==> config.mk <==
export PLATFORM = sky130hd
export DESIGN_NAME = spm_top
export DESIGN_NICKNAME = d
export VERILOG_FILES = /design/src/core/spm_pkg.sv /design/src/core/spm_top.sv
export SDC_FILE = /design/constraint.sdc
export NUM_CORES = 1
export LEC_CHECK = 0
export ABC_AREA = 1
export BUFFER_PORTS_ARGS = -buffer_cell sky130_fd_sc_hd__buf_2
export CAP_MARGIN = 20
export CORE_ASPECT_RATIO = 0.6
export CORE_MARGIN = 5
export CORE_UTILIZATION = 40
export DETAILED_ROUTE_END_ITERATION = 8
export GPL_ROUTABILITY_DRIVEN = 0
export SLEW_MARGIN = 20
export SYNTH_ARGS = -nofsm -noshare
export SYNTH_HDL_FRONTEND = slang
export SYNTH_SLANG_ARGS = --single-unit
==> constraint.sdc <==
create_clock -name i_mclk -period 2.3 [get_ports i_mclk]
set_input_delay 0.23 -clock i_mclk [delete_from_list [all_inputs] [get_ports i_mclk]]
set_output_delay 0.23 -clock i_mclk [all_outputs]
set_load 0.01 [all_outputs]
==> src/core/spm_pkg.sv <==
// spm_pkg: constants, field layout and types of the switch power-mode and EEE LPI block.
// assumes a single 25 MHz core clock and an APB register port with 32-bit data.
package spm_pkg;

  // ----------
  // clock and timing
  // ----------
  localparam int unsigned CLK_PERIOD_NS = 40;
  localparam int unsigned CLK_KHZ = 25_000;
  localparam int unsigned ED_PULSE_NS = 120;
  localparam int unsigned ED_PULSE_CYC = (ED_PULSE_NS + CLK_PERIOD_NS - 1) / CLK_PERIOD_NS;
  localparam int unsigned ED_PERIOD_MS = 1000;
  localparam int unsigned ED_PERIOD_CYC = ED_PERIOD_MS * CLK_KHZ;
  localparam int unsigned REFRESH_PERIOD_MS = 20;
  localparam int unsigned REFRESH_PERIOD_CYC = REFRESH_PERIOD_MS * CLK_KHZ;
  localparam int unsigned REFRESH_LEN_US = 200;
  localparam int unsigned REFRESH_LEN_CYC = (REFRESH_LEN_US * CLK_KHZ + 999) / 1000;
  localparam int unsigned GO_SLEEP_UNIT_MS = 1;
  localparam int unsigned GO_SLEEP_UNIT_CYC = GO_SLEEP_UNIT_MS * CLK_KHZ;
  // implementation delays, counted in core clock cycles
  localparam logic [15:0] MAC_WAKE_CYC = 16'h0020;
  localparam logic [15:0] PHY_WAKE_CYC = 16'h0010;
  localparam logic [15:0] PHY_SLEEP_CYC = 16'h0010;
  localparam logic [15:0] RX_RECOVER_CYC = 16'h0010;

  // ----------
  // register map (byte addresses) and fields
  // ----------
  localparam int unsigned NPORT = 4;
  localparam logic [11:0] PWR_CTRL_OFS = 12'h000;
  localparam logic [11:0] SLEEP_TMR_OFS = 12'h004;
  localparam logic [11:0] EEE_CTRL_OFS = 12'h008;
  localparam logic [11:0] STATUS_OFS = 12'h00C;
  localparam logic [7:0] PORT_CTRL10_PAGE = 8'h01;
  localparam logic [7:0] PHY_BMCR_PAGE = 8'h02;
  localparam int unsigned PMODE_LSB = 3;
  localparam int unsigned PORT_PD_BIT = 3;
  localparam int unsigned PHY_PD_BIT = 11;
  localparam int unsigned LPI_REQ_BIT = 0;
  localparam int unsigned EEE_ADV_BIT = 1;
  localparam logic [1:0] PMODE_NORMAL = 2'h0;
  localparam logic [1:0] PMODE_ED = 2'h1;
  localparam logic [1:0] PMODE_SOFT_PD = 2'h2;
  localparam logic [1:0] PMODE_RST = 2'h0;
  localparam logic [7:0] SLEEP_TMR_RST = 8'h32;
  localparam logic EEE_ADV_RST = 1'b1;
  localparam logic LPI_REQ_RST = 1'b0;
  // status word layout
  localparam int unsigned ST_ED_LOW_BIT = 0;
  localparam int unsigned ST_TX_LPI_BIT = 1;
  localparam int unsigned ST_RX_LPI_BIT = 2;
  localparam int unsigned ST_EEE_OK_BIT = 3;
  localparam int unsigned ST_LINE_LSB = 4;

  // assert-LPI code on the MII: enable low, error high, data 0001
  localparam logic [3:0] LPI_CODE = 4'h1;

  // ----------
  // types
  // ----------
  typedef struct packed {
    logic [3:0] d;
    logic en;
    logic er;
  } spm_mii_s;

  typedef enum logic [2:0] {LINE_DATA, LINE_SLEEP, LINE_QUIET, LINE_REFRESH, LINE_WAKE} spm_line_e;
  typedef enum logic [1:0] {TX_NORMAL, TX_DEFER, TX_LPI, TX_WAKE} spm_tx_e;
  typedef enum logic [1:0] {RX_NORMAL, RX_LPI, RX_RECOVER} spm_rx_e;
  typedef enum logic {ED_AWAKE, ED_LOW} spm_ed_e;

endpackage

==> src/core/spm_top.sv <==
// spm_top: power modes, energy detect, soft power-down wake, EEE LPI.
// assumes APB and MII on i_mclk; energy, advertise, sleep/wake pins async.
//
// Notes on behaviour
// - mode 01 in power bits 4:3: energy detect
// - no energy past go-sleep time: low power
// - low power: energy detector only; energy wakes
// - low power: one 120 ns pulse per second
// - mode 10: soft power-down, clocks, PHYs, MACs off
// - soft power-down: host access wakes, resets
// - port down on control-10 bit 3 or PHY bit 11
// - transmit and receive LPI independent
// - gate MAC clocks of a direction in LPI
// - switch requests LPI; partner LPI indicated
// - MAC defers on carrier sense in LPI
// - LPI request: LPI code at once, MAC blocked (here the code follows a TX_DEFER cycle, after any MAC frame ends)
// - request off: idle code, MAC freed after delay
// - rx LPI entry: idle to MAC, indication up
// - rx LPI exit: indication down, pass-through
// - LPI code from MAC: sleep, then quiet
// - quiet: 200 us refresh every 20 ms
// - until idle code: quiet/refresh, then wake
// - LPI entry and exit never cut a frame
// - received sleep: LPI code, receiver partly off
// - received wake: idle code, recovery time
// - power mode resets to 00; 11 reserved
// - LPI only when both ends advertise EEE (transmit only here; receive LPI is entered without checking advertisement)
//
// Our own choices: the register offsets and the APB register port.
`timescale 1ns/1ps

module spm_top
  import spm_pkg::*;
#(
  parameter int unsigned P_ED_PERIOD_CYC = ED_PERIOD_CYC,
  parameter int unsigned P_GO_SLEEP_UNIT_CYC = GO_SLEEP_UNIT_CYC,
  parameter int unsigned P_REFRESH_PERIOD_CYC = REFRESH_PERIOD_CYC,
  parameter int unsigned P_REFRESH_LEN_CYC = REFRESH_LEN_CYC
) (
  input wire logic i_mclk,
  input wire logic i_srst,
  input wire logic i_ce,
  input wire logic i_psel,
  input wire logic i_penable,
  input wire logic i_pwrite,
  input wire logic [11:0] i_paddr,
  input wire logic [31:0] i_pwdata,
  output logic [31:0] o_prdata,
  output logic o_pready,
  output logic o_pslverr,
  input wire logic i_cable_energy,
  input wire logic i_partner_eee_adv,
  input wire logic i_rx_sleep_det,
  input wire logic i_rx_wake_det,
  input wire spm_mii_s i_mac_tx,
  input wire spm_mii_s i_phy_rx,
  output spm_mii_s o_mii_tx,
  output spm_mii_s o_mac_rx,
  output logic o_mac_crs,
  output logic o_partner_low_power_idle_ind,
  output logic o_rx_part_pd,
  output spm_line_e o_line_tx,
  output logic o_mac_tx_clk_gate,
  output logic o_mac_rx_clk_gate,
  output logic o_pll_clk_en,
  output logic o_phy_en,
  output logic o_mac_en,
  output logic o_ed_rx_en,
  output logic o_ed_pulse,
  output logic [NPORT-1:0] o_port_pd,
  output logic o_int_rst
);

  // ---------------------------------------------------------------
  // helpers
  // ---------------------------------------------------------------
  function automatic logic is_lpi_code(input spm_mii_s m);
    return !m.en && m.er && (m.d == LPI_CODE);
  endfunction

  function automatic logic in_page(input logic [11:0] a, input logic [7:0] page);
    return (a[11:4] == page) && (a[1:0] == 2'h0);
  endfunction

  // ---------------------------------------------------------------
  // reset and pin synchronisers
  // ---------------------------------------------------------------
  logic soft_rst_reg;
  logic rst;
  logic [3:0] pin_s1_reg;
  logic [3:0] pin_s2_reg;
  logic sleep_d_reg;
  logic wake_d_reg;
  logic energy;
  logic partner_adv;
  logic sleep_rise;
  logic wake_rise;

  // soft reset clears every register except itself and the pin synchroniser flops
  assign rst = i_srst | soft_rst_reg;
  assign o_int_rst = soft_rst_reg;

  // two flops per pin; stage two is read, plus a third flop on sleep and wake for edge detect
  always_ff @(posedge i_mclk) begin
    if (i_srst) begin
      pin_s1_reg <= 4'h0;
      pin_s2_reg <= 4'h0;
      sleep_d_reg <= 1'b0;
      wake_d_reg <= 1'b0;
    end else if (i_ce) begin
      pin_s1_reg <= {i_rx_wake_det, i_rx_sleep_det, i_partner_eee_adv, i_cable_energy};
      pin_s2_reg <= pin_s1_reg;
      sleep_d_reg <= pin_s2_reg[2];
      wake_d_reg <= pin_s2_reg[3];
    end
  end

  assign energy = pin_s2_reg[0];
  assign partner_adv = pin_s2_reg[1];
  assign sleep_rise = pin_s2_reg[2] & ~sleep_d_reg;
  assign wake_rise = pin_s2_reg[3] & ~wake_d_reg;

  // ---------------------------------------------------------------
  // apb slave
  // ---------------------------------------------------------------
  logic [1:0] pmode_reg;
  logic [7:0] sleep_time_reg;
  logic lpi_req_reg;
  logic eee_adv_reg;
  logic [NPORT-1:0] port_pd_reg;
  logic [NPORT-1:0] phy_pd_reg;
  logic acc_done;
  logic wr_ok;
  logic [31:0] rdata;
  logic addr_ok;
  logic [1:0] pidx;
  logic [1:0] new_mode;
  spm_tx_e tx_state_reg;
  spm_rx_e rx_state_reg;
  spm_line_e line_state_reg;
  spm_ed_e ed_state_reg;

  assign acc_done = i_psel & i_penable & o_pready;
  assign pidx = i_paddr[3:2];
  // host interface is dead in soft power-down: the access only wakes
  assign wr_ok = acc_done & i_pwrite & addr_ok & (pmode_reg != PMODE_SOFT_PD);
  assign new_mode = i_pwdata[PMODE_LSB+1:PMODE_LSB];

  // read mux and address decode
  always_comb begin
    rdata = 32'h0000_0000;
    addr_ok = 1'b1;
    if (i_paddr == PWR_CTRL_OFS) begin
      rdata[PMODE_LSB+1:PMODE_LSB] = pmode_reg;
    end else if (i_paddr == SLEEP_TMR_OFS) begin
      rdata[7:0] = sleep_time_reg;
    end else if (i_paddr == EEE_CTRL_OFS) begin
      rdata[LPI_REQ_BIT] = lpi_req_reg;
      rdata[EEE_ADV_BIT] = eee_adv_reg;
    end else if (i_paddr == STATUS_OFS) begin
      rdata[ST_ED_LOW_BIT] = (ed_state_reg == ED_LOW);
      rdata[ST_TX_LPI_BIT] = (tx_state_reg == TX_LPI);
      rdata[ST_RX_LPI_BIT] = (rx_state_reg == RX_LPI);
      rdata[ST_EEE_OK_BIT] = eee_adv_reg & partner_adv;
      rdata[ST_LINE_LSB+2:ST_LINE_LSB] = line_state_reg;
    end else if (in_page(i_paddr, PORT_CTRL10_PAGE)) begin
      rdata[PORT_PD_BIT] = port_pd_reg[pidx];
    end else if (in_page(i_paddr, PHY_BMCR_PAGE)) begin
      rdata[PHY_PD_BIT] = phy_pd_reg[pidx];
    end else begin
      addr_ok = 1'b0;
    end
  end

  // one wait state: pready rises in the second access cycle
  always_ff @(posedge i_mclk) begin
    if (rst) begin
      o_pready <= 1'b0;
      o_prdata <= 32'h0000_0000;
      o_pslverr <= 1'b0;
    end else if (i_ce) begin
      o_pready <= i_psel & i_penable & ~o_pready;
      if (i_psel & i_penable & ~o_pready) begin
        o_prdata <= (pmode_reg == PMODE_SOFT_PD) ? 32'h0000_0000 : rdata;
        o_pslverr <= ~addr_ok;
      end
    end
  end

  // soft power-down wake: reset pulse right after the access ends
  always_ff @(posedge i_mclk) begin
    if (i_srst) begin
      soft_rst_reg <= 1'b0;
    end else if (i_ce) begin
      soft_rst_reg <= acc_done & (pmode_reg == PMODE_SOFT_PD);
    end
  end

  // power-mode field; reserved code 11 is not stored
  always_ff @(posedge i_mclk) begin
    if (rst) begin
      pmode_reg <= PMODE_RST;
    end else if (i_ce && wr_ok && i_paddr == PWR_CTRL_OFS && new_mode != 2'h3) begin
      pmode_reg <= new_mode;
    end
  end

  // go-sleep time and EEE control
  always_ff @(posedge i_mclk) begin
    if (rst) begin
      sleep_time_reg <= SLEEP_TMR_RST;
      lpi_req_reg <= LPI_REQ_RST;
      eee_adv_reg <= EEE_ADV_RST;
    end else if (i_ce && wr_ok) begin
      if (i_paddr == SLEEP_TMR_OFS) begin
        sleep_time_reg <= i_pwdata[7:0];
      end
      if (i_paddr == EEE_CTRL_OFS) begin
        lpi_req_reg <= i_pwdata[LPI_REQ_BIT];
        eee_adv_reg <= i_pwdata[EEE_ADV_BIT];
      end
    end
  end

  // per-port power-down bits, either source powers the port down
  always_ff @(posedge i_mclk) begin
    if (rst) begin
      port_pd_reg <= '0;
      phy_pd_reg <= '0;
      o_port_pd <= '0;
    end else if (i_ce) begin
      if (wr_ok && in_page(i_paddr, PORT_CTRL10_PAGE)) begin
        port_pd_reg[pidx] <= i_pwdata[PORT_PD_BIT];
      end
      if (wr_ok && in_page(i_paddr, PHY_BMCR_PAGE)) begin
        phy_pd_reg[pidx] <= i_pwdata[PHY_PD_BIT];
      end
      o_port_pd <= port_pd_reg | phy_pd_reg;
    end
  end

  // ---------------------------------------------------------------
  // energy detect mode
  // ---------------------------------------------------------------
  logic [31:0] unit_cnt_reg;
  logic [8:0] idle_units_reg;
  logic [31:0] pulse_cnt_reg;
  logic ed_mode;
  logic awake;

  assign ed_mode = (pmode_reg == PMODE_ED);
  assign awake = (pmode_reg != PMODE_SOFT_PD) && (ed_state_reg != ED_LOW);

  // go-sleep timing counts whole units of silence on the cable
  always_ff @(posedge i_mclk) begin
    if (rst) begin
      ed_state_reg <= ED_AWAKE;
      unit_cnt_reg <= 32'h0000_0000;
      idle_units_reg <= 9'h000;
    end else if (i_ce) begin
      if (!ed_mode || energy) begin
        ed_state_reg <= ED_AWAKE;
        unit_cnt_reg <= 32'h0000_0000;
        idle_units_reg <= 9'h000;
      end else if (ed_state_reg == ED_AWAKE) begin
        if (idle_units_reg > {1'b0, sleep_time_reg}) begin
          ed_state_reg <= ED_LOW;
        end else if (unit_cnt_reg == P_GO_SLEEP_UNIT_CYC - 1) begin
          unit_cnt_reg <= 32'h0000_0000;
          idle_units_reg <= idle_units_reg + 9'h001;
        end else begin
          unit_cnt_reg <= unit_cnt_reg + 32'h0000_0001;
        end
      end
    end
  end

  // link pulse while asleep without a cable
  always_ff @(posedge i_mclk) begin
    if (rst) begin
      pulse_cnt_reg <= 32'h0000_0000;
      o_ed_pulse <= 1'b0;
    end else if (i_ce) begin
      if (ed_state_reg != ED_LOW) begin
        pulse_cnt_reg <= 32'h0000_0000;
        o_ed_pulse <= 1'b0;
      end else begin
        pulse_cnt_reg <= (pulse_cnt_reg == P_ED_PERIOD_CYC - 1) ? 32'h0000_0000
                         : pulse_cnt_reg + 32'h0000_0001;
        o_ed_pulse <= (pulse_cnt_reg < ED_PULSE_CYC);
      end
    end
  end

  // block enables per mode and energy state
  always_ff @(posedge i_mclk) begin
    if (rst) begin
      o_pll_clk_en <= 1'b1;
      o_phy_en <= 1'b1;
      o_mac_en <= 1'b1;
      o_ed_rx_en <= 1'b1;
    end else if (i_ce) begin
      o_pll_clk_en <= awake;
      o_phy_en <= awake;
      o_mac_en <= awake;
      o_ed_rx_en <= (pmode_reg != PMODE_SOFT_PD);
    end
  end

  // ---------------------------------------------------------------
  // transmit LPI assert (MAC side)
  // ---------------------------------------------------------------
  logic lpi_req;
  logic [15:0] tx_cnt_reg;
  spm_tx_e tx_next;

  assign lpi_req = lpi_req_reg & eee_adv_reg & partner_adv;

  // defer first so a frame starting in the same cycle is not cut
  always_comb begin
    tx_next = tx_state_reg;
    unique case (tx_state_reg)
      TX_NORMAL: if (lpi_req) tx_next = TX_DEFER;
      TX_DEFER: begin
        if (!lpi_req) tx_next = TX_NORMAL;
        else if (!i_mac_tx.en) tx_next = TX_LPI;
      end
      TX_LPI: if (!lpi_req) tx_next = TX_WAKE;
      TX_WAKE: begin
        if (lpi_req) tx_next = TX_LPI;
        else if (tx_cnt_reg == MAC_WAKE_CYC - 16'h0001) tx_next = TX_NORMAL;
      end
    endcase
  end

  always_ff @(posedge i_mclk) begin
    if (rst) begin
      tx_state_reg <= TX_NORMAL;
      tx_cnt_reg <= 16'h0000;
    end else if (i_ce) begin
      tx_state_reg <= tx_next;
      tx_cnt_reg <= (tx_state_reg == TX_WAKE) ? tx_cnt_reg + 16'h0001 : 16'h0000;
    end
  end

  // transmit MII toward the PHY and carrier-sense deferral
  always_ff @(posedge i_mclk) begin
    if (rst) begin
      o_mii_tx <= '0;
      o_mac_crs <= 1'b0;
      o_mac_tx_clk_gate <= 1'b0;
    end else if (i_ce) begin
      unique case (tx_next)
        TX_LPI: o_mii_tx <= '{d: LPI_CODE, en: 1'b0, er: 1'b1};
        TX_WAKE: o_mii_tx <= '0;
        default: o_mii_tx <= i_mac_tx;
      endcase
      o_mac_crs <= (tx_next != TX_NORMAL);
      o_mac_tx_clk_gate <= (tx_next == TX_LPI);
    end
  end

  // ---------------------------------------------------------------
  // PHY transmit line sequencing: sleep, quiet, refresh, wake
  // ---------------------------------------------------------------
  logic [31:0] line_cnt_reg;
  logic tx_lpi_code;

  // the PHY reacts to the code actually driven on the transmit MII
  assign tx_lpi_code = is_lpi_code(o_mii_tx);

  always_ff @(posedge i_mclk) begin
    if (rst) begin
      line_state_reg <= LINE_DATA;
      line_cnt_reg <= 32'h0000_0000;
    end else if (i_ce) begin
      line_cnt_reg <= line_cnt_reg + 32'h0000_0001;
      unique case (line_state_reg)
        LINE_DATA: begin
          line_cnt_reg <= 32'h0000_0000;
          if (tx_lpi_code) line_state_reg <= LINE_SLEEP;
        end
        LINE_SLEEP: if (line_cnt_reg == {16'h0000, PHY_SLEEP_CYC} - 1) begin
          line_state_reg <= LINE_QUIET;
          line_cnt_reg <= 32'h0000_0000;
        end
        LINE_QUIET: if (!tx_lpi_code) begin
          line_state_reg <= LINE_WAKE;
          line_cnt_reg <= 32'h0000_0000;
        end else if (line_cnt_reg == P_REFRESH_PERIOD_CYC - P_REFRESH_LEN_CYC - 1) begin
          line_state_reg <= LINE_REFRESH;
          line_cnt_reg <= 32'h0000_0000;
        end
        LINE_REFRESH: if (!tx_lpi_code) begin
          line_state_reg <= LINE_WAKE;
          line_cnt_reg <= 32'h0000_0000;
        end else if (line_cnt_reg == P_REFRESH_LEN_CYC - 1) begin
          line_state_reg <= LINE_QUIET;
          line_cnt_reg <= 32'h0000_0000;
        end
        LINE_WAKE: if (line_cnt_reg == {16'h0000, PHY_WAKE_CYC} - 1) begin
          line_state_reg <= LINE_DATA;
        end
        default: line_state_reg <= LINE_DATA;
      endcase
    end
  end

  assign o_line_tx = line_state_reg;

  // ---------------------------------------------------------------
  // receive LPI detect, independent of transmit
  // ---------------------------------------------------------------
  logic rx_code;
  logic rx_code_d_reg;
  logic [15:0] rx_cnt_reg;
  spm_rx_e rx_next;

  // the partner side is trusted to send sleep, refresh, then wake
  assign rx_code = is_lpi_code(i_phy_rx);

  always_comb begin
    rx_next = rx_state_reg;
    unique case (rx_state_reg)
      RX_NORMAL: if ((rx_code & ~rx_code_d_reg) | sleep_rise) rx_next = RX_LPI;
      RX_LPI: begin
        if (wake_rise) rx_next = RX_RECOVER;
        else if (rx_code_d_reg & ~rx_code) rx_next = RX_NORMAL;
      end
      RX_RECOVER: if (rx_cnt_reg == RX_RECOVER_CYC - 16'h0001) rx_next = RX_NORMAL;
      default: rx_next = RX_NORMAL;
    endcase
  end

  always_ff @(posedge i_mclk) begin
    if (rst) begin
      rx_state_reg <= RX_NORMAL;
      rx_code_d_reg <= 1'b0;
      rx_cnt_reg <= 16'h0000;
    end else if (i_ce) begin
      rx_state_reg <= rx_next;
      rx_code_d_reg <= rx_code;
      rx_cnt_reg <= (rx_state_reg == RX_RECOVER) ? rx_cnt_reg + 16'h0001 : 16'h0000;
    end
  end

  // receive MII toward the MAC: idle while in LPI or recovery, else pass through
  always_ff @(posedge i_mclk) begin
    if (rst) begin
      o_mac_rx <= '0;
      o_partner_low_power_idle_ind <= 1'b0;
      o_rx_part_pd <= 1'b0;
      o_mac_rx_clk_gate <= 1'b0;
    end else if (i_ce) begin
      o_mac_rx <= (rx_next == RX_NORMAL) ? i_phy_rx : '0;
      o_partner_low_power_idle_ind <= (rx_next == RX_LPI);
      o_rx_part_pd <= (rx_next == RX_LPI);
      o_mac_rx_clk_gate <= (rx_next == RX_LPI);
    end
  end

endmodule // spm_top

==> key figures, run 1 <==
Status
  – Status: finished, final reports clean

Yosys
  – Warnings from Yosys: 0
  – Top cell type's share of synthesized area: between 30% and 40%
  – Syn_area_per_cell: 6.319 sq um
  – #FFs+latches synth: 210
  – Register area share after synthesis: 34.28%
  – Largest area contributor in the netlist: dfxtp_1
  – Synthesized area: roughly 12000 sq um
  – FFs w/ async S/R, synth: 0%
  – Ys flop type: dfxtp_1
  – Top area cells in the synthesized netlist: dfxtp_1 (34%), nand2_1 (15%), nor2_1 (9.6%), inv_1 (6.4%), nand3_1 (5.7%)
  – Cells after synthesis: 1941
  – Post-synth EDFFs: 0
  – Yosys cell types: between 40 and 50

Placement
  – DPL Wire Length: around 27000 um
  – Placed cells: ~2400
  – I/O Buffers: between 80 and 90

Die
  – DIE AREA: 34380 sq um
  – Num ports: 130
  – Core Rows: slightly below 50
  – Core area: 30100 sq um
  – Die Span X: between 200 and 250 um
  – Starting Density: 40.74%
  – Die Span Y: about 150 um

Final layout
  – Non-filler cells in the finished layout: between 2000 and 2500
  – Area Growth Syn to Fin: 15.86%
  – Diodes inserted: 0
  – FILL cells: between 3000 and 4000
  – Post-layout util: 47.20%
  – Layout cells sized above 1: a little under an eighth
  – Nets: 2126

STA
  – # setup viols final: 0
  – Final Max Slew Viols: 0
  – Max Freq: approximately 460 MHz
  – Max_slew headroom: between 50% and 60%
  – Post-route clock period utilization: 94.71%
  – Worst-Margin Slew: approximately 0.65 ns
  – RSZ-0062 raised after global routing: yes
  – Final Hold Vio Count: 0
  – Min Clock Period, post-route: approximately 2.2 ns
  – Setup_tns: 0 ns
  – Max Clock Skew: 0.02582 ns

Setup path
  – Worst Setup Start Kind: flop
  – Crit path capture type: flop
  – Required @ worst endpoint: 2.71 ns
  – Worst EP arrival: 2.59 ns
  – Worst Path Class, Setup: reg -> reg
  – Worst-path maximum fanout: 10

CTS
  – Clk sinks: 210
  – Clk_lat worst skew: around 0.54 ns
  – CTS buffer count: 24
  – Clock root cell: clkbuf_16
  – Reg clk slew, reported paths: ~0.060 ns
  – Clock tree buffer depth: 3
  – H-tree levels: 1
  – Clock tree from TritonCTS: built

Power and ir drop
  – Design Power: approximately 8.5 mW
  – VDD IR max: about 0.00045 V
  – P per Cell Area: 598.9 nW/um^2
  – Leakage power: between 5 and 6 nW

Detailed routing
  – Post-route DRC: 0
  – Total Routed Length: ~36000 um
  – DRT Pass-1 Iters: 7
  – Vias per inst: a little over 5
  – Total number of vias: between 10000 and 15000
  – Final ANT Viol Nets: 0
  – Wirelength per Cell: approximately 15 um
  – DR iter-0 viols: 1271

Global route
  – Vias in the first global route: approximately 11000
  – Total global-route track usage: between 20% and 30%
  – Grt ovf: 0
  – First-pass GRT wire length: 59380 um
  – Antenna violations before repair: 0
  – Pin count of the biggest net entering global routing: 94

Worst hold path
  – Min-Delay Path Class: in -> reg

Job
  – Maxcap violations: 0
==> per-stage QoR <==
stage | hold slack [ns] | cell area, sq um | setup WS, ns
finish | 0.02436 | 14210 | 0.1217
global route | 0.003091 | 14210 | -0.01194
CTS | 0.009693 | 14190 | 0.1876
detailed placement | 0.4494 | 13120 | 0.2076
global placement | 0.4402 | 13120 | 0.2090
floorplan | 0.3085 | 12350 | 0.5279
==> final cells by class <==
| type | instances | area (sq um) | share of cell area [%] |
|---|---|---|---|
| Clock buffer | 31 | 698.2 | 4.913 |
| Clock inverter | 13 | 152.6 | 1.074 |
| Inverter | 238 | 897.1 | 6.313 |
| Multi-Input combinational cell | 1432 | 6808 | 47.91 |
| Sequential cell | 210 | 4204 | 29.59 |
| Tap cell | 408 | 510.5 | 3.592 |
| Timing Repair Buffer | 140 | 939.7 | 6.613 |
==> final timing paths <==
check        slack [ns]  cells past startpoint                            end                          from
min                0.02                      3       o_mii_tx[2]$_SDFFE_PP0P_                   i_mac_tx[2]
min reg2reg        0.46                      2        o_ed_rx_en$_SDFFE_PP1P_       o_ed_rx_en$_SDFFE_PP1P_
max reg2reg        0.12                     10  line_cnt_reg[19]$_SDFFE_PP0P_  line_cnt_reg[0]$_SDFFE_PP0P_
max                0.12                     10  line_cnt_reg[19]$_SDFFE_PP0P_  line_cnt_reg[0]$_SDFFE_PP0P_
==> cells in the final DEF (no fill, tap or decap), types with 27 or more instances in the layout <==
cell     synthesis  layout
a21oi_1        122     122
buf_2           21      83
buf_4           30      31
dfxtp_1        210     210
inv_1          208     208
inv_2           28      27
nand2_1        490     490
nand3_1        140     140
nand4_1         75      75
nor2_1         314     312
nor3_1          71      71
o21ai_0         27      27
xor2_1          39      39
==> synth_stat cells (all sizes together) (7+ instances only) <==
master	number
nand2	497
nand4	76
buf	59
nor2	328
o21ai	37
nand3	144
nor3	80
a31oi	7
xnor2	8
nor4	8
inv	237
ha	14
dfxtp	210
nor3b	11
clkbuf	24
xor2	39
a21oi	124
==> worst max-delay path: stages, from the launching register on <==
cell and delay (ns):
dfxtp_1 0.37, ha_1 0.21, nand2_1 0.11, nor2_1 0.23
nand2_1 0.08, nor3_1 0.14, nand2_1 0.15, nand2_2 0.15
nand4_2 0.22, nand2_2 0.30, nor2_1 0.08
==> kinds of logic after synthesis <==
group                      Yosys count  synth area share, %
and+or+nand+nor                   1154                41.20
buffers and inverters              321                11.04
DFF                                210                34.28
AOI/OAI and AO/OA                  194                8.672
xor gates and xnor gates            47                3.357
adders and majority gates           14                1.428
other                                1              0.03058
==> what timing repair did <==
action                                 CTS  global route
resized for setup                        0             4
setup endpoints to repair                0            37
hold buffers                            22             0
buffers inserted                         0             0
endpoints found under the hold margin   27             0
==> metal layers <==
layer	global-route usage, %	share of wire [%]	wire length [um]	vias to the layer above
met5	0	0	0	-
met4	3.335	1.5	552	0
met3	3.087	7.3	2666	39
met2	29.52	40	14540	401
met1	32.17	51	18670	5686
li1	-	-	-	6416
==> power by group <==
part | leakage (nW) | internal, mW | switching [mW] | total, mW
logic | 3.57 | 0.216 | 0.433 | 0.649
clock network | 0.420 | 2.48 | 1.63 | 4.12
registers | 1.70 | 3.69 | 0.0533 | 3.74
Note: power is estimated with default switching activity, not from simulation.
==> inputs of run 2 (changes only) <==
--- a/config.mk
+++ b/config.mk
@@ -5,14 +5,15 @@
 export SDC_FILE = /design/constraint.sdc
 export NUM_CORES = 1
 export LEC_CHECK = 0
-export ABC_AREA = 1
+export ABC_AREA = 0
 export BUFFER_PORTS_ARGS = -buffer_cell sky130_fd_sc_hd__buf_2
 export CAP_MARGIN = 20
 export CORE_ASPECT_RATIO = 0.6
 export CORE_MARGIN = 5
-export CORE_UTILIZATION = 40
+export CORE_UTILIZATION = 55
 export DETAILED_ROUTE_END_ITERATION = 8
 export GPL_ROUTABILITY_DRIVEN = 0
+export PLACE_DENSITY = 0.76
 export SLEW_MARGIN = 20
 export SYNTH_ARGS = -nofsm -noshare
 export SYNTH_HDL_FRONTEND = slang
==> run 2 against run 1 <==
Effect of this change:
- the flow now finishes with violations (negative setup slack)
- worst hold slack worse by 0.018 ns
- clock skew is 0.0080 ns lower
- synthesized area is 18% lower
- count of clock-buffer cells in the layout is 1 lower
- worst setup slack worse by 0.19 ns
- via count is 26% lower
- fmax is 7.9% lower
- die area is 39% lower
- power is 14% lower
- largest power group is now sequential cells
- critical path type unchanged
- clock power is 21% lower
==> key figures, run 2 <==
Status
  – Status: finished with violations
  – Violated checks: negative setup slack

Yosys
  – Syn_area_per_cell: 8.313 sq um (+32%)
  – Most instantiated cells after synthesis: dfxtp_1 (210), nor2_1 (199), nand2_1 (111), a21oi_1 (72)
  – Yosys cell types: 69 (+41%)
  – Synth Area in Adders: 1.746% (+0.32 points)
  – Cells after synthesis: 1207 (-38%)
  – Largest family of logic cells by synthesized area: simple AND/OR/NAND/NOR gates
  – Post-synth EDFFs: 0 (unchanged)
  – Synthesized area: 10030 sq um (-18%)
  – #FFs+latches synth: 210 (unchanged)
  – Synth Area in Simple Gates: 29.41% (-12 points)
  – Top cell type's share of synthesized area: 41.90% (+7.6 points)
  – Post-synthesis mux area share: 3.055% (+3.1 points)
  – Largest area contributor in the netlist: dfxtp_1
  – Top area cells in the synthesized netlist: dfxtp_1 (42%), nor2_1 (7.4%), xor2_1 (4.8%), nand2_1 (4.2%), xnor2_1 (3.8%)
  – Register area share after synthesis: 41.90% (+7.6 points)
  – Count leader, synth: dfxtp_1
  – Complex-gate fraction of the synthesized area: 10.34% (+1.7 points)
  – Post-Synth XOR/XNOR Area: 8.555% (+5.2 points)
  – Warnings from Yosys: 0 (unchanged)
  – FFs w/ async S/R, synth: 0% (unchanged)
  – Ys flop type: dfxtp_1

Final layout
  – FILL cells: 1456 (-53%)
  – FF/Latch Area: 4209 sq um (+0.12%)
  – Area Growth Syn to Fin: 20.23%
  – Layout cells sized above 1: 18.13% (+6.7 points)
  – Nets: 1434 (-33%)
  – Area of the multi-input gates: 5632 sq um (-17%)
  – Commonest cells after routing, fill and taps aside: dfxtp_1 (206), nor2_1 (199), nand2_1 (111)
  – Non-filler cells in the finished layout: 1608 (-35%)
  – Most common cell after layout, fill and taps aside: dfxtp_1
  – Diodes inserted: 0 (unchanged)

STA
  – Post-route setup slack: -0.06573 ns (-0.1874 ns)
  – Max Freq: 422.7 MHz (-7.9%)
  – Min Clock Period, post-route: 2.366 ns (+0.1874 ns)
  – RSZ-0062 raised after global routing: yes
  – Final Hold Vio Count: 0 (unchanged)
  – Post-route clock period utilization: 102.9% (+8.1 points)
  – Final Max Slew Viols: 0 (unchanged)
  – Max Clock Skew: 0.01781 ns (-0.008009 ns)
  – Setup_tns: -0.1505 ns (-0.1505 ns)
  – # setup viols final: 9 (+9)
  – Worst-Margin Slew: 0.6044 ns (-0.04327 ns)
  – Max_slew headroom: 59.16% (+2.3 points)

Setup path
  – Worst path cell trace: inv_1, ha_1, nand3_1, o221ai_1, o211ai_1, buf_4, a31oi_4, buf_4, mux2i_1, nor2_1
  – R2R setup slack: -0.07 ns (-0.19 ns)
  – Crit path from: sleep_time_reg[6]$_SDFFE_PP0P_
  – Slowest stage delay, CP: 0.40 ns (+0.03 ns)
  – Worst R2R End: idle_units_reg[1]$_SDFFE_PP0P_
  – Worst-path maximum fanout: 7 (-3)
  – Required @ worst endpoint: 2.68 ns (-0.03 ns)
  – Crit path top cell by count: buf_4
  – Worst reg2reg startpoint: sleep_time_reg[6]$_SDFFE_PP0P_
  – CP top delay family: compound AO/OA/AOI/OAI gates
  – Worst Setup Start Kind: flop
  – Buffers and inverters on the worst path: 3 (+3)
  – Worst Path Class, Setup: reg -> reg
  – Worst Reg2Reg Path Length in Cells: 10 (unchanged)
  – End point of the critical path: idle_units_reg[1]$_SDFFE_PP0P_
  – Slowest CP cell: o221ai_1
  – Worst EP arrival: 2.75 ns (+0.16 ns)
  – Crit path capture type: flop
  – Crit path depth: 10 (unchanged)

Power and ir drop
  – Power share of the clock group: 44.2% (-4.2 points)
  – Leakage power: 4.454 nW (-22%)
  – VDD IR max: 0.0004065 V (-9.0%)
  – Sw frac: 22.92% (-2.0 points)
  – Seq pwr share: 50.4% (+6.4 points)
  – Combinational share of power: 5.4% (-2.2 points)
  – Cell Int Power: 5.653 mW (-12%)
  – Psw: 1.681 mW (-21%)
  – P per Cell Area: 608.0 nW/um^2 (+1.5%)

Die
  – Num ports: 130 (unchanged)
  – Core area: 17970 sq um (-40%)
  – DIE AREA: 21130 sq um (-39%)
  – Starting Density: 55.83% (+15 points)
  – Core Rows: 38 (-22%)
  – Die Span X: 184.4 um (-22%)
  – Die Span Y: 114.6 um (-21%)

Detailed routing
  – DR iter-0 viols: 903 (-29%)
  – Total number of vias: 9279 (-26%)
  – Final ANT Viol Nets: 0 (unchanged)
  – DRT Pass-1 Iters: 8 (+1)
  – Wirelength per Cell: 16.32 um (+11%)
  – Total Routed Length: 26240 um (-28%)
  – Post-route DRC: 0 (unchanged)
  – Vias per inst: 5.771 (+14%)

Worst hold path
  – Min-Delay Path Class: in -> reg

CTS
  – CTS buffer count: 20 (-17%)
  – Clk sinks: 210 (unchanged)
  – Reg clk slew, reported paths: 0.06 ns (about the same)
  – Clock tree from TritonCTS: built
  – Clock tree buffer depth: 3 (unchanged)
  – H-tree levels: 1 (unchanged)
  – Clk_lat worst skew: 0.50 ns (-0.04 ns)
  – Clock root cell: clkbuf_16

Global route
  – Vias in the first global route: 8242 (-27%)
  – First-pass GRT wire length: 41850 um (-30%)
  – Grt ovf: 0 (unchanged)
  – Total global-route track usage: 23.71% (+3.3 points)
  – Antenna violations before repair: 0 (unchanged)
  – Pin count of the biggest net entering global routing: 60 (-36%)

Placement
  – Worst slack, placed: -0.06993 ns (-0.2776 ns)
  – I/O Buffers: 83 (unchanged)
  – Placed cells: 1549 (-36%)
  – DPL Wire Length: 18470 um (-32%)

Job
  – Maxcap violations: 0 (unchanged)
run 2: timing repair:
| item | CTS | global route |
|---|---|---|
| pin swaps | 10 | 11 |
| resized for setup | 13 | 26 |
| gates cloned | 1 | 2 |
| hold buffers | 15 | 0 |
| endpoints found under the hold margin | 16 | 0 |
| setup endpoints to repair | 12 | 52 |
| setup buffers | 2 | 3 |
run 2: per-stage QoR:
step / total power, mW / instance area [sq um] / hold slack, ns / util [%]
final: 7.334 / 12060 / 0.005997 / 67.12
after global placement: 4.133 / 11010 / 0.4394 / 61.29
after global routing: 7.586 / 12060 / 0.01771 / 67.12
after detailed placement: 4.140 / 11010 / 0.4490 / 61.29
after floorplan: 4.011 / 10130 / 0.3024 / -
after CTS: 7.376 / 11900 / 0.006825 / 66.21
run 2: final cells by class:
| cell class | count | area share (%) |
|---|---|---|
| multi-input cells | 922 | 46.69 |
| flip-flops and latches | 210 | 34.89 |
| repair buffers | 172 | 9.719 |
| clock buffers | 30 | 5.051 |
| well taps | 240 | 2.489 |
| inverters | 28 | 0.8713 |
| clock inverters | 6 | 0.2904 |
run 2: kinds of logic (layout without fill, tap and decap cells):
family                     Yosys count  after routing
AOI/OAI and AO/OA                  172            173
xor gates and xnor gates            98             98
adders and majority gates           14             14
buffers and inverters               99            236
DFF                                210            210
muxes                               28             28
other                                1             23
and+or+nand+nor                    585            586
run 2: routing by layer:
metal,GRT usage (%),vias up,wire (um)
met5,0,-,0
met1,36.09,4344,12560
met2,34.55,401,10760
met3,5.175,30,2536
met4,4.677,0,382
li1,-,4504,-
run 2: how the worst min path moves through the flow:
stage / startpoint / end / slack (ns) / depth (start not counted)
after floorplan: i_srst / pin_s2_reg[0]$_SDFFE_PP0P_ / 0.30 / 1
after global placement: o_prdata[11]$_SDFFE_PP0P_ / o_prdata[11]$_SDFFE_PP0P_ / 0.44 / 2
after detailed placement: o_prdata[4]$_SDFFE_PP0P_ / o_prdata[4]$_SDFFE_PP0P_ / 0.45 / 2
after CTS: i_mac_tx[1] / o_mii_tx[1]$_SDFFE_PP0P_ / 0.007 / 3
after global routing: i_rx_sleep_det / pin_s1_reg[2]$_SDFFE_PP0P_ / 0.02 / 3
final: i_rx_sleep_det / pin_s1_reg[2]$_SDFFE_PP0P_ / 0.006 / 3
run 2: power groups by stage:
stage	logic, mW	clock network [mW]	registers [mW]
after detailed placement	0.363	0	3.78
final	0.396	3.24	3.70
after global routing	0.428	3.46	3.70
after CTS	0.385	3.30	3.69
after floorplan	0.231	0	3.78
after global placement	0.357	0	3.78
run 2: tightest hold or removal path: cells and delay by family:
family | cells | cell delay, ns
mux | 1 | 0.06
buf+inv | 1 | 0.09
simple gates | 1 | 0.08
==> inputs of run 3 (changes only) <==
--- a/config.mk
+++ b/config.mk
@@ -8,12 +8,15 @@
 export ABC_AREA = 0
 export BUFFER_PORTS_ARGS = -buffer_cell sky130_fd_sc_hd__buf_2
 export CAP_MARGIN = 20
+export CELL_PAD_IN_SITES_DETAIL_PLACEMENT = 1
+export CELL_PAD_IN_SITES_GLOBAL_PLACEMENT = 2
 export CORE_ASPECT_RATIO = 0.6
 export CORE_MARGIN = 5
-export CORE_UTILIZATION = 55
+export CORE_UTILIZATION = 35
 export DETAILED_ROUTE_END_ITERATION = 8
 export GPL_ROUTABILITY_DRIVEN = 0
-export PLACE_DENSITY = 0.76
+export PLACE_DENSITY_LB_ADDON = 0.1
+export REMOVE_ABC_BUFFERS = 1
 export SLEW_MARGIN = 20
 export SYNTH_ARGS = -nofsm -noshare
 export SYNTH_HDL_FRONTEND = slang
==> run 3 against run 2 <==
Effect of this change:
- the run still ends with negative setup slack left
- global-route usage down 4.7 points
- clock skew down 0.0065 ns
- worst hold slack better by 0.0079 ns
- sequential cell count unchanged
- power up 6.4%
- worst setup slack better by 0.041 ns
- combinational power up 8.3%
==> key figures, run 3 (same netlist as run 2, synthesis figures left out) <==
Detailed routing
  – Final ANT Viol Nets: 0 (unchanged)
  – DR iter-0 viols: 446 (-51%)
  – Total number of vias: 9130 (-1.6%)
  – Total Routed Length: 31940 um (+22%)
  – Wirelength per Cell: 17.90 um (+9.7%)
  – Post-route DRC: 0 (unchanged)
  – DRT Pass-1 Iters: 5 (-3)
  – Vias per inst: 5.118 (-11%)

Setup path
  – Worst Setup Start Kind: flop
  – End point of the critical path: unit_cnt_reg[29]$_SDFFE_PP0P_
  – Worst EP arrival: 2.78 ns (+0.03 ns)
  – Crit path from: sleep_time_reg[3]$_SDFFE_PP0P_
  – Worst Path Class, Setup: reg -> reg
  – Crit path capture type: flop
  – Required @ worst endpoint: 2.76 ns (+0.08 ns)
  – Worst-path maximum fanout: 6 (-1)
  – Worst R2R End: unit_cnt_reg[29]$_SDFFE_PP0P_
  – Worst reg2reg startpoint: sleep_time_reg[3]$_SDFFE_PP0P_
  – Worst Reg2Reg Path Length in Cells: 8 (-2)
  – R2R setup slack: -0.02 ns (+0.04 ns)

Global route
  – First-pass GRT wire length: 50130 um (+20%)
  – Vias in the first global route: 8923 (+8.3%)
  – Pin count of the biggest net entering global routing: 59 (-1.7%)
  – Gr busiest metal: met1
  – Routing usage on met3: 3.321% (-1.9 points)
  – M1 GR Usage: 29.21% (-6.9 points)
  – Total global-route track usage: 18.99% (-4.7 points)
  – Antenna violations before repair: 0 (unchanged)
  – Grt ovf: 0 (unchanged)
  – Met2 Usage GRT: 28.04% (-6.5 points)

STA
  – Post-route clock period utilization: 101.1% (-1.8 points)
  – Final Max Slew Viols: 0 (unchanged)
  – Max Clock Skew: 0.01134 ns (-0.006473 ns)
  – Max Freq: 430.2 MHz (+1.8%)
  – RSZ-0062 raised after global routing: yes
  – Post-route setup slack: -0.02434 ns (+0.04139 ns)
  – Final Hold Vio Count: 0 (unchanged)
  – Max_slew headroom: 59.94% (+0.79 points)
  – Min Clock Period, post-route: 2.324 ns (-0.04139 ns)
  – # setup viols final: 6 (-3)
  – Worst-Margin Slew: 0.5994 ns (-0.004996 ns)

Placement
  – I/O Buffers: 83 (unchanged)
  – Area of placed instances: 11380 sq um (+3.4%)
  – DPL Wire Length: 22950 um (+24%)

Die
  – Core Rows: 48 (+26%)
  – Core area: 28530 sq um (+59%)
  – DIE AREA: 32260 sq um (+53%)
  – Num ports: 130 (unchanged)
  – Die Span Y: 141.2 um (+23%)
  – Starting Density: 35.17% (-21 points)
  – Die Span X: 228.6 um (+24%)

Power and ir drop
  – P per Cell Area: 614.0 nW/um^2 (+0.99%)
  – Seq pwr share: 47.4% (-3.0 points)
  – Cell Int Power: 5.996 mW (+6.1%)
  – Power share of the clock group: 47.1% (+2.9 points)
  – Psw: 1.808 mW (+7.5%)
  – Sw frac: 23.16% (+0.25 points)
  – Combinational share of power: 5.5% (about the same)
  – Leakage power: 4.692 nW (+5.3%)
  – VDD IR max: 0.0004282 V (+5.3%)

Final layout
  – Commonest cells after routing, fill and taps aside: dfxtp_1 (203), nor2_1 (198), nand2_1 (110)
  – Diodes inserted: 0 (unchanged)
  – Nets: 1473 (+2.7%)
  – Cell area after layout: 12710 sq um (+5.4%)
  – Area Growth Syn to Fin: 26.67%
  – Most common cell after layout, fill and taps aside: dfxtp_1
  – Layout cells sized above 1: 20.51% (+2.4 points)
  – Post-layout util: 44.55% (-23 points)

Job
  – Maxcap violations: 0 (unchanged)

CTS
  – Clock root cell: clkbuf_16
  – Reg clk slew, reported paths: 0.06 ns (about the same)
  – CTS buffer count: 23 (+15%)
  – Clk sinks: 210 (unchanged)
  – Clock tree buffer depth: 3 (unchanged)
  – Clk_lat worst skew: 0.52 ns (+0.02 ns)
  – H-tree levels: 1 (unchanged)
  – Clock tree from TritonCTS: built

Worst hold path
  – Min-Delay Path Class: in -> reg

Status
  – Violated checks: negative setup slack
  – Status: finished with violations
==> run 3: cell types whose count changed in the layout (fill, tap and decap cells not counted), sizes merged <==
cell / change
buf: +30
dlygate4sd3: +7
clkinvlp: -2
a31oi: -1
clkbuf: +10
clkinv: -3
==> run 3: power groups by stage <==
stage               logic (mW)  clock network [mW]  registers [mW]
detailed placement       0.394                   0            3.78
global placement         0.390                   0            3.78
CTS                      0.423                3.80            3.70
floorplan                0.158                   0            3.78
global route             0.468                3.96            3.70
finish                   0.429                3.68            3.70
==> run 3: worst min path at each step <==
| stage | from | endpoint | slack (ns) | cells past startpoint |
|---|---|---|---|---|
| 4_1_cts | i_pwdata[6] | sleep_time_reg[6]$_SDFFE_PP0P_ | 0.002 | 3 |
| 5_1_grt | i_pwdata[7] | sleep_time_reg[7]$_SDFFE_PP0P_ | 0.006 | 3 |
| 3_3_place_gp | o_prdata[5]$_SDFFE_PP0P_ | o_prdata[5]$_SDFFE_PP0P_ | 0.44 | 2 |
| 6_report | i_pwdata[6] | sleep_time_reg[6]$_SDFFE_PP0P_ | 0.01 | 3 |
| 2_1_floorplan | i_srst | o_int_rst$_SDFFE_PP0P_ | 0.30 | 1 |
| 3_5_place_dp | o_prdata[2]$_SDFFE_PP0P_ | o_prdata[2]$_SDFFE_PP0P_ | 0.45 | 2 |
==> run 3: routing by layer <==
metal,up-vias,wire (um),part of all wire (%)
li1,4577,-,-
met1,4413,17120,54
met2,103,13140,41
met3,37,1157,3.6
met4,0,531,1.7
met5,-,0,0
==> run 3: layout make-up <==
class	instances	area [sq um]
fillers	3407	15820
multi-input cells	921	5682
flip-flops and latches	210	4213
repair buffers	209	1496
clock buffers	40	739.5
well taps	375	469.2
inverters	28	105.1
clock inverters	1	5.005
==> run 3: worst max-delay path, stage by stage (launching register included) <==
cell and delay [ns]:
dfxtp_2 0.33, inv_2 0.05, ha_4 0.26, nand4_1 0.13
or3_4 0.41, o2111a_4 0.16, or3_4 0.44, or3_4 0.35
a21oi_2 0.14
==> run 3: timing repair <==
action	CTS	global route
pin swaps	11	19
gates cloned	1	1
setup buffers	3	7
hold buffers	22	0
hold endpoints to repair	25	0
setup endpoints to repair	10	68
gates resized for setup	17	42
==> run 3: through the flow <==
stage / instances / setup TNS (ns) / power, mW / hold WS, ns / setup slack (ns)
global placement: 1709 / -0.2848 / 4.167 / 0.4396 / -0.05244
detailed placement: 1709 / -0.5873 / 4.171 / 0.4454 / -0.1183
finish: 1784 / -0.08823 / 7.804 / 0.01386 / -0.02434
floorplan: 1158 / -1.031 / 3.939 / 0.3024 / -0.06937
CTS: 1776 / -0.03607 / 7.922 / 0.002018 / -0.03607
global route: 1784 / -0.8616 / 8.124 / 0.006095 / -0.1181
